## src/rtl/atf_defs.vh

```
// What this block does
// - Non-digit in integer or fraction flags error
// - Exponent must start E+ or E-
// - Second exponent part flags error
// - Infinite result flags error
// - Empty text flags error
// - No terminator within 25 characters: error
// - Zero flag set only for zero result
// - Write 32-bit single value to destination
// - Only first six significant digits count
// - Notation detected automatically, no format input
// - Accept decimal and scientific notation
`ifndef ATF_DEFS_VH
`define ATF_DEFS_VH
`define ATF_CH_ZERO 8'h30
`define ATF_CH_NINE 8'h39
`define ATF_CH_EXP 8'h45
`define ATF_CH_PLUS 8'h2b
`define ATF_CH_MINUS 8'h2d
`define ATF_CH_DOT 8'h2e
`define ATF_CH_NUL 8'h00
`define ATF_MAX_CHARS 5'h19
`define ATF_MAX_DIGITS 3'h6
`define ATF_EXP_CAP 7'h63
`define ATF_FLT_BIAS 12'h07f
`define ATF_FLT_INF 12'h0ff
`define ATF_BE_INIT 12'h013
`define ATF_MANT_SHIFT 12
`define ATF_FRAC_HI 30
`define ATF_FRAC_LO 8
`endif

```

## src/rtl/atf_convert.v

```verilog
`timescale 1ns/1ps
`include "atf_defs.vh"
module atf_convert (
  input wire ref_clk,
  input wire rst,
  input wire ascii_to_float_convert,
  input wire [15:0] src_addr,
  input wire [15:0] dst_addr,
  input wire [15:0] mem_rdata,
  output reg [15:0] mem_addr_ff,
  output reg mem_rd_ff,
  output reg mem_wr_ff,
  output reg [15:0] mem_wdata_ff,
  output reg busy_ff,
  output reg done_ff,
  output reg conversion_error_flag_ff,
  output reg zero_result_flag_ff
);

  // ----------------------------------------------------------------
  // States
  // ----------------------------------------------------------------
  localparam [3:0] S_IDLE = 4'h0;
  localparam [3:0] S_RD = 4'h1;
  localparam [3:0] S_WAIT = 4'h2;
  localparam [3:0] S_HB = 4'h3;
  localparam [3:0] S_LB = 4'h4;
  localparam [3:0] S_NORM = 4'h5;
  localparam [3:0] S_SCALE = 4'h6;
  localparam [3:0] S_PACK = 4'h7;
  localparam [3:0] S_WR_LO = 4'h8;
  localparam [3:0] S_WR_HI = 4'h9;
  localparam [3:0] S_FIN = 4'ha;

  reg [3:0] st_ff;
  reg [4:0] pos_ff;
  reg [15:0] word_ff;
  reg [15:0] dst_ff;
  reg neg_ff;
  reg dot_ff;
  reg exp_seen_ff;
  reg exp_pend_ff;
  reg eneg_ff;
  reg [6:0] eval_ff;
  reg [19:0] mant_ff;
  reg [2:0] ndig_ff;
  reg signed [7:0] dadj_ff;
  reg err_ff;
  reg [31:0] m_ff;
  reg signed [11:0] be_ff;
  reg signed [8:0] e10_ff;
  reg [31:0] res_ff;

  // ----------------------------------------------------------------
  // Character decode
  // ----------------------------------------------------------------
  wire [7:0] chr = (st_ff == S_HB) ? mem_rdata[15:8] : word_ff[7:0];
  wire is_digit = (chr >= `ATF_CH_ZERO) && (chr <= `ATF_CH_NINE);
  wire [3:0] dval = chr[3:0];
  wire is_sign = (chr == `ATF_CH_PLUS) || (chr == `ATF_CH_MINUS);
  wire last_char = (pos_ff == `ATF_MAX_CHARS - 5'h1);

  // Scaling arithmetic
  wire [35:0] mul10 = {4'h0, m_ff} * 36'h00000000a;
  wire [35:0] div10 = {m_ff, 4'h0} / 36'h00000000a;
  wire signed [7:0] eval_s = {1'b0, eval_ff};
  wire signed [8:0] e10_sum = {dadj_ff[7], dadj_ff} +
    (eneg_ff ? -{eval_s[7], eval_s} : {eval_s[7], eval_s});
  wire signed [11:0] biased = be_ff + `ATF_FLT_BIAS;

  function [6:0] exp_acc;
    input [6:0] cur;
    input [3:0] d;
    reg [10:0] t;
    begin
      t = {4'h0, cur} * 11'h00a + {7'h00, d};
      exp_acc = (t > {4'h0, `ATF_EXP_CAP}) ? `ATF_EXP_CAP : t[6:0];
    end
  endfunction

  // ----------------------------------------------------------------
  // Sequencer
  // ----------------------------------------------------------------
  always @(posedge ref_clk or posedge rst) begin
    if (rst) begin
      st_ff <= S_IDLE;
      pos_ff <= 5'h00;
      word_ff <= 16'h0000;
      dst_ff <= 16'h0000;
      neg_ff <= 1'b0;
      dot_ff <= 1'b0;
      exp_seen_ff <= 1'b0;
      exp_pend_ff <= 1'b0;
      eneg_ff <= 1'b0;
      eval_ff <= 7'h00;
      mant_ff <= 20'h00000;
      ndig_ff <= 3'h0;
      dadj_ff <= 8'sh00;
      err_ff <= 1'b0;
      m_ff <= 32'h00000000;
      be_ff <= 12'sh000;
      e10_ff <= 9'sh000;
      res_ff <= 32'h00000000;
      mem_addr_ff <= 16'h0000;
      mem_rd_ff <= 1'b0;
      mem_wr_ff <= 1'b0;
      mem_wdata_ff <= 16'h0000;
      busy_ff <= 1'b0;
      done_ff <= 1'b0;
      conversion_error_flag_ff <= 1'b0;
      zero_result_flag_ff <= 1'b0;
    end else begin
      mem_rd_ff <= 1'b0;
      mem_wr_ff <= 1'b0;
      done_ff <= 1'b0;
      case (st_ff)
        S_IDLE: begin
          if (ascii_to_float_convert) begin
            // Fresh parse state; no format input needed
            mem_addr_ff <= src_addr;
            dst_ff <= dst_addr;
            pos_ff <= 5'h00;
            neg_ff <= 1'b0;
            dot_ff <= 1'b0;
            exp_seen_ff <= 1'b0;
            exp_pend_ff <= 1'b0;
            eneg_ff <= 1'b0;
            eval_ff <= 7'h00;
            mant_ff <= 20'h00000;
            ndig_ff <= 3'h0;
            dadj_ff <= 8'sh00;
            err_ff <= 1'b0;
            res_ff <= 32'h00000000;
            busy_ff <= 1'b1;
            st_ff <= S_RD;
          end
        end
        S_RD: begin
          mem_rd_ff <= 1'b1;
          st_ff <= S_WAIT;
        end
        S_WAIT: begin
          st_ff <= S_HB;
        end
        S_HB, S_LB: begin
          if (st_ff == S_HB) begin
            word_ff <= mem_rdata;
          end
          pos_ff <= pos_ff + 5'h01;
          if (chr == `ATF_CH_NUL) begin
            if (pos_ff == 5'h00 || exp_pend_ff) begin
              err_ff <= 1'b1;
            end
            st_ff <= S_NORM;
          end else begin
            if (last_char) begin
              err_ff <= 1'b1;
              st_ff <= S_NORM;
            end else if (st_ff == S_HB) begin
              st_ff <= S_LB;
            end else begin
              mem_addr_ff <= mem_addr_ff + 16'h0001;
              st_ff <= S_RD;
            end
            if (exp_pend_ff) begin
              exp_pend_ff <= 1'b0;
              if (is_sign) begin
                eneg_ff <= (chr == `ATF_CH_MINUS);
              end else begin
                err_ff <= 1'b1;
              end
            end else if (chr == `ATF_CH_EXP) begin
              // Scientific form recognised here
              if (exp_seen_ff) begin
                err_ff <= 1'b1;
              end
              exp_seen_ff <= 1'b1;
              exp_pend_ff <= 1'b1;
            end else if (is_digit && exp_seen_ff) begin
              eval_ff <= exp_acc(eval_ff, dval);
            end else if (is_digit) begin
              if (ndig_ff < `ATF_MAX_DIGITS) begin
                if (dval != 4'h0 || ndig_ff != 3'h0) begin
                  ndig_ff <= ndig_ff + 3'h1;
                end
                mant_ff <= mant_ff * 20'h0000a + {16'h0000, dval};
                if (dot_ff) begin
                  dadj_ff <= dadj_ff - 8'sh01;
                end
              end else if (!dot_ff) begin
                dadj_ff <= dadj_ff + 8'sh01;
              end
            end else if (chr == `ATF_CH_DOT && !dot_ff && !exp_seen_ff) begin
              dot_ff <= 1'b1;
            end else if (is_sign && pos_ff == 5'h00) begin
              neg_ff <= (chr == `ATF_CH_MINUS);
            end else begin
              err_ff <= 1'b1;
            end
          end
        end
        S_NORM: begin
          m_ff <= {mant_ff, {`ATF_MANT_SHIFT{1'b0}}};
          be_ff <= `ATF_BE_INIT;
          e10_ff <= e10_sum;
          st_ff <= (err_ff || mant_ff == 20'h00000) ? S_PACK : S_SCALE;
        end
        S_SCALE: begin
          if (!m_ff[31]) begin
            m_ff <= {m_ff[30:0], 1'b0};
            be_ff <= be_ff - 12'sh001;
          end else if (e10_ff > 9'sh000) begin
            e10_ff <= e10_ff - 9'sh001;
            if (mul10[35]) begin
              m_ff <= mul10[35:4];
              be_ff <= be_ff + 12'sh004;
            end else begin
              m_ff <= mul10[34:3];
              be_ff <= be_ff + 12'sh003;
            end
          end else if (e10_ff < 9'sh000) begin
            e10_ff <= e10_ff + 9'sh001;
            if (div10[32]) begin
              m_ff <= div10[32:1];
              be_ff <= be_ff - 12'sh003;
            end else begin
              m_ff <= div10[31:0];
              be_ff <= be_ff - 12'sh004;
            end
          end else begin
            st_ff <= S_PACK;
          end
        end
        S_PACK: begin
          // Single-precision assembly, underflow flushes to zero
          if (err_ff || mant_ff == 20'h00000 || biased <= 12'sh000) begin
            res_ff <= 32'h00000000;
          end else if (biased >= `ATF_FLT_INF) begin
            err_ff <= 1'b1;
          end else begin
            res_ff <= {neg_ff, biased[7:0],
              m_ff[`ATF_FRAC_HI:`ATF_FRAC_LO]};
          end
          st_ff <= S_WR_LO;
        end
        S_WR_LO: begin
          if (err_ff) begin
            st_ff <= S_FIN;
          end else begin
            mem_addr_ff <= dst_ff;
            mem_wdata_ff <= res_ff[15:0];
            mem_wr_ff <= 1'b1;
            st_ff <= S_WR_HI;
          end
        end
        S_WR_HI: begin
          mem_addr_ff <= dst_ff + 16'h0001;
          mem_wdata_ff <= res_ff[31:16];
          mem_wr_ff <= 1'b1;
          st_ff <= S_FIN;
        end
        S_FIN: begin
          conversion_error_flag_ff <= err_ff;
          zero_result_flag_ff <= !err_ff &&
            (res_ff[30:0] == 31'h0);
          busy_ff <= 1'b0;
          done_ff <= 1'b1;
          st_ff <= S_IDLE;
        end
        default: begin
          st_ff <= S_IDLE;
        end
      endcase
    end
  end

endmodule

```

## config.mk

```make
export PLATFORM = sky130hd
export DESIGN_NAME = atf_convert
export DESIGN_NICKNAME = d
export VERILOG_FILES = /design/src/rtl/atf_convert.v
export VERILOG_INCLUDE_DIRS = /design/src /design/src/rtl
export SDC_FILE = /design/constraint.sdc
export NUM_CORES = 1
export LEC_CHECK = 0
export ABC_AREA = 1
export BUFFER_PORTS_ARGS = -buffer_cell sky130_fd_sc_hd__buf_2
export CAP_MARGIN = 20
export CORE_MARGIN = 2
export CORE_UTILIZATION = 35
export CTS_CLUSTER_SIZE = 16
export DETAILED_ROUTE_END_ITERATION = 10
export SYNTH_ARGS = -nofsm -noshare
export SYNTH_HDL_FRONTEND = slang
export SYNTH_SLANG_ARGS = --single-unit
```

## constraint.sdc

```tcl
create_clock -name ref_clk -period 13.1 [get_ports ref_clk]
set_clock_uncertainty 0.15 [all_clocks]
set_input_delay 0.655 -clock ref_clk [delete_from_list [all_inputs] [get_ports ref_clk]]
set_output_delay 0.655 -clock ref_clk [all_outputs]
set_load 0.01 [all_outputs]
```

# == Yosys cells after proc, flatten, opt, wreduce, memory -nomap -nowiden ==
# Index checks and enable logic that the tools add are counted.
# W data, S select, Z words.
# totals
ff_bits,200
inputBits,51
out_inout_bits,38
word_cells,275
# op_classes
add_sub_neg,18
multipliers,3
div,1
magnitude_cmp,8
n_eq_ne,45
n_mux,124
n_reduce_logical,49
# op_table
op,n
$mux W32,8
$mux W20,7
$pmux W32 S2,2
$mux W16,6
$mux W8,10
$pmux W16 S4,1
$mux W12,5
$ne A2 B2 Y1 const B,24
$mux W7,6
$mux W1,41
$pmux W20 S2,1
$div A36 B4 Y36 const B,1
$mux W9,4
$pmux W4 S9,1
$mul A32 B3 Y35 const B,1
$mux W3,11
$add A16 B1 Y16 const B,2
$pmux W16 S2,1
$logic_not A31 Y1,1
$reduce_and A9 Y1,3
$eq A8 B6 Y1 const B,3
$pmux W12 S2,1
$add A20 B4 Y20,1
$logic_not A20 Y1,1
59 further kinds,106

# == Longest topological paths before layout ==
# logic_depth
depth_word,13
depth_mapped,159
depth_no_buf,159

# == Worst setup path after synthesis ==
# No wires, ideal clock.
# synth_timing
path_type,register to register
startpoint,register m_ff[29]
endpoint,register m_ff[0]
setup_ns,0.117
arrival_time_ns,11.498
t_required_ns,12.833
setup_slack_ns,1.335
path_stages_with_launch,146
n_path_buf,0
period_less_slack_ns,11.765
cell_sequence,dfrtp_1 o21ai_2 nand2_1 nand3_1 nand3_2 nand2_4 nand2_4 nand2_2 nand2_1 nand2_1 nand2_1 nand2_2 nand2_2 inv_2 nand2_4 nand2_4 nand2_2 nand2_2 [110 not listed] nand2_1 nand2_1 ha_1 inv_1 nand2_4 ha_1 inv_1 nand2_1 nand2_1 nor2_1 nand3_1 nand2_1 nor2_1 nand3_1 o21bai_1 nand2_1 nand2_1 nand2_1
# synth_via
elab_chain_len,6
word_cells_on_any_way,8
classes_between,1 x mul; 1 x div; 6 x mux
# synth_rtl
item,line_no,text
"start, declared",atf_convert.v:49,reg [31:0] m_ff;
"start signal, assigned",atf_convert.v:203,"m_ff <= {mant_ff, {`ATF_MANT_SHIFT{1'b0}}};"
"start signal, assigned",atf_convert.v:210,"m_ff <= {m_ff[30:0], 1'b0};"
"start signal, assigned",atf_convert.v:215,m_ff <= mul10[35:4];
$div A36 B4 Y36,atf_convert.v:65,"wire [35:0] div10 = {m_ff, 4'h0} / 36'h00000000a;"
$mux W32,atf_convert.v:223,if (div10[32]) begin
$mux W32,atf_convert.v:221,end else if (e10_ff < 9'sh000) begin
$mux W32 *,atf_convert.v:212,end else if (e10_ff > 9'sh000) begin
$mux W32 *,atf_convert.v:209,if (!m_ff[31]) begin
$pmux W32 S2 *,atf_convert.v:116,case (st_ff)
# Every way passes the cells marked *; elsewhere a longest branch is shown, timed or not. The select of a mux whose other input is x is not followed.
# A chain may end at the register's enable or synchronous reset.

# == Final worst setup path ==
# layout_timing
startpoint,register m_ff[31]
endpoint,register m_ff[0]
# layout_via
elab_chain_len,6
word_cells_on_any_way,10
classes_between,1 x mul; 1 x div; 1 x eq/ne; 6 x mux; 1 x reduce/logical
# layout_rtl
item,line_no
$div A36 B4 Y36,atf_convert.v:65
$mux W32,atf_convert.v:223
$mux W32,atf_convert.v:221
$mux W32,atf_convert.v:212
$mux W32,atf_convert.v:209
$pmux W32 S2,atf_convert.v:116
# Parallel ways exist; a longest one is shown, timed or not. The select of a mux whose other input is x is not followed.

==> flow_summary_export.csv <==
group,metric,value,unit
floorplanning,core,51600,sq um
sta,hold_ws,0.129,ns
route,drt_pass1_iterations,5,
clock_network,clock-sinks,200,
synth,synth_common_cells,"nand2_1, inv_1, o21ai_0",
final_layout,synthToLayoutAreaGrowth,17.8,%
setup_path,slowest_stage,"dfrtp_4",
setup_path,timing.rr.start,"m_ff[31]",
synth,synth_seq_cells,200,
clock_network,cts_hold_buffers,0,
setup_path,crit_arrival,13.34,ns
clock_network,cts-root-buf,"clkbuf_16",
global_route,grt.overflow.total,0,
synth,yosysSeqAreaShare,0.272,
flow_run,maxCapViolations,0,
place,portBuffers,88,
sta,setup_violations,1,
clock_network,clkLatencyLatePin,0.47,ns
floorplanning,start_util,0.356,
floorplanning,num_rows,83,
synth,avgSynthCellArea,6.98,sq um
sta,fmax,0.0762,GHz
sta,maxSlewViolCount,0,
global_route,gr-usage-all-layers,0.200,
final_layout,drive_gt1_frac,0.197,
synth,yosysMostFrequentCell,"nand2_1",
outcome,status,"finished, violations left",
synth,syn-num-nets,2839,
synth,synth_top_cell_area_share,0.272,
route,viasPerCell,5.39,
floorplanning,die_w,233,microns
setup_path,crit_type,"reg2reg",
place,dp_hpwl,40300,microns
setup_path,cp_top_family,"simple AND/OR/NAND/NOR gates",
route,vias,18563,
sta,fin_crit,13.13,ns
setup_path,path_buf_inv,18,
final_layout,fin_util,0.419,
sta,fin_ws,-0.0266,ns
sta,slew_headroom,0.342,
floorplanning,die_h,233,microns
setup_path,path_common_cell,"nand2_4",
setup_path,start_kind,"register",
floorplanning,dieArea,54400,sq um
clock_network,cts_max_path_buffers,2,
setup_path,critPathCaptureType,"register",
global_route,grt_max_degree,83,
route,detail-route-antenna-nets,0,
clock_network,htree_levels,4,
floorplanning,num_io_pins,89,
clock_network,cts_tree,"built",
synth,synth_warnings,0,
clock_network,cts_buffers,17,
synth,synth_area_leader_cell,"dfrtp_1",
final_layout,fillers,5243,
setup_path,cp.required,13.31,ns
synth,synth_flop_cell,"dfrtp_1",
outcome,violations,"setup timing",
global_route,grt_pass1_wl,88500,microns
sta,max_slew.worst_pin.slew,0.981,ns
sta,period_share,1.00,
final_layout,diodes,0,
global_route,antenna_found_initial,2,
route,drc_errors,0,
route,drtIter0Drc,1329,
setup_path,startpoint,"m_ff[31]",
sta,hold_viol_final,0,
synth,netlist_instances,2635,
place,gp_routability_congestion,0.896,
final_layout,final_nets,2956,
synth,async_flop_share,1.00,
synth,syn_area,18400,sq um
route,wl_per_cell,16.2,microns
setup_path,cp_max_fo,6,
sta,rsz0062_at_grt,"true",
clock_network,clk_pin_slew,0.07,ns
synth,ys_types,59,
global_route,grt_pass1_vias,17547,
synth,synthTopCellsByArea,"dfrtp_1, nand2_1, ha_1",
synth,synth_edf_count,0,
min_path,min_path_type,"in2async",
setup_path,slowest_delay,0.56,ns
route,finalWirelength,55900,microns
==> logic make-up (layout without fill, tap and decap cells) <==
group | Yosys count | count (layout) | synth area share
buf+inv | 439 | 568 | 0.0900
fa+ha+maj | 153 | 153 | 0.107
simple gates | 1192 | 1192 | 0.309
xor+xnor | 86 | 86 | 0.0410
compound gates | 562 | 562 | 0.179
mux | 3 | 3 | 0.00170
flops | 200 | 200 | 0.272
==> per-layer routing <==
layer / global-route usage / part of all wire
met1: 0.270 / 0.46
met2: 0.330 / 0.47
met3: 0.0266 / 0.049
met4: 0.0609 / 0.024
met5: 0 / 0.00052
==> path summary, 6_finish.rpt <==
path	end	slack [ns]	depth (start not counted)
setup / recovery	m_ff[0]	-0.03	144
hold / removal	m_ff[1]	0.13	2
setup reg to reg	m_ff[0]	-0.03	144
hold reg to reg	word_ff[0]	0.31	2
max in group asynchronous	res_ff[31]	11.33	3
min in group ref_clk	word_ff[5]	0.24	3
==> state kept, by name, indices dropped and copies added (netlist names), 3 cells and up <==
register / count
be_ff: 12
dadj_ff: 8
dst_ff: 16
e10_ff: 9
eval_ff: 7
m_ff: 32
mant_ff: 20
mem_addr_ff: 16
mem_wdata_ff: 16
ndig_ff: 3
pos_ff: 5
res_ff: 32
st_ff: 4
word_ff: 8
==> worst register-to-register path: cells and delay by family, from the launching register on <==
kind | cells | cell delay [ns]
simple gates | 121 | 10.27
flops | 1 | 0.56
compound gates | 2 | 0.35
buf+inv | 18 | 1.14
fa+ha+maj | 3 | 0.54
==> cells in the final DEF (no fill, tap or decap), types with 77 or more instances in the layout <==
cell type,netlist,final
dfrtp_1,200,197
a21oi_1,140,139
nand3_1,215,188
nand2_1,528,457
buf_2,2,88
buf_4,1,77
o21ai_0,233,230
ha_1,145,141
nor2_1,212,208
nand2_2,81,91
nand2_4,38,95
inv_1,307,295
==> area by class of cell <==
class,count,area (sq um),share of cell area
multi-input cells,1996,12600,0.584
flip-flops and latches,200,5010,0.232
inverters,365,1400,0.0647
repair buffers,172,1110,0.0514
well taps,680,851,0.0393
clock buffers,20,457,0.0211
clock inverters,11,169,0.00780
==> timing repair <==
item	in CTS	in global routing
pin swaps	2	103
gates resized for setup	13	225
endpoints found under the setup margin	2	4
hold endpoints to repair	0	0
buffers inserted	3	57
==> through the flow <==
stage	area, sq um	instances	setup TNS (ns)	worst slack (ns)
after floorplan	18400	2635	0	1.33
after global placement	19600	3351	0	0.433
after detailed placement	19600	3352	-0.228	-0.228
after CTS	20200	3386	0	0.00210
after global routing	21600	3444	-2.22	-1.02
final	21600	3444	-0.0266	-0.0266
Power is left out: the tool's default activity adds up to more than one toggle a clock period on the data nets, which glitch-free logic cannot reach.
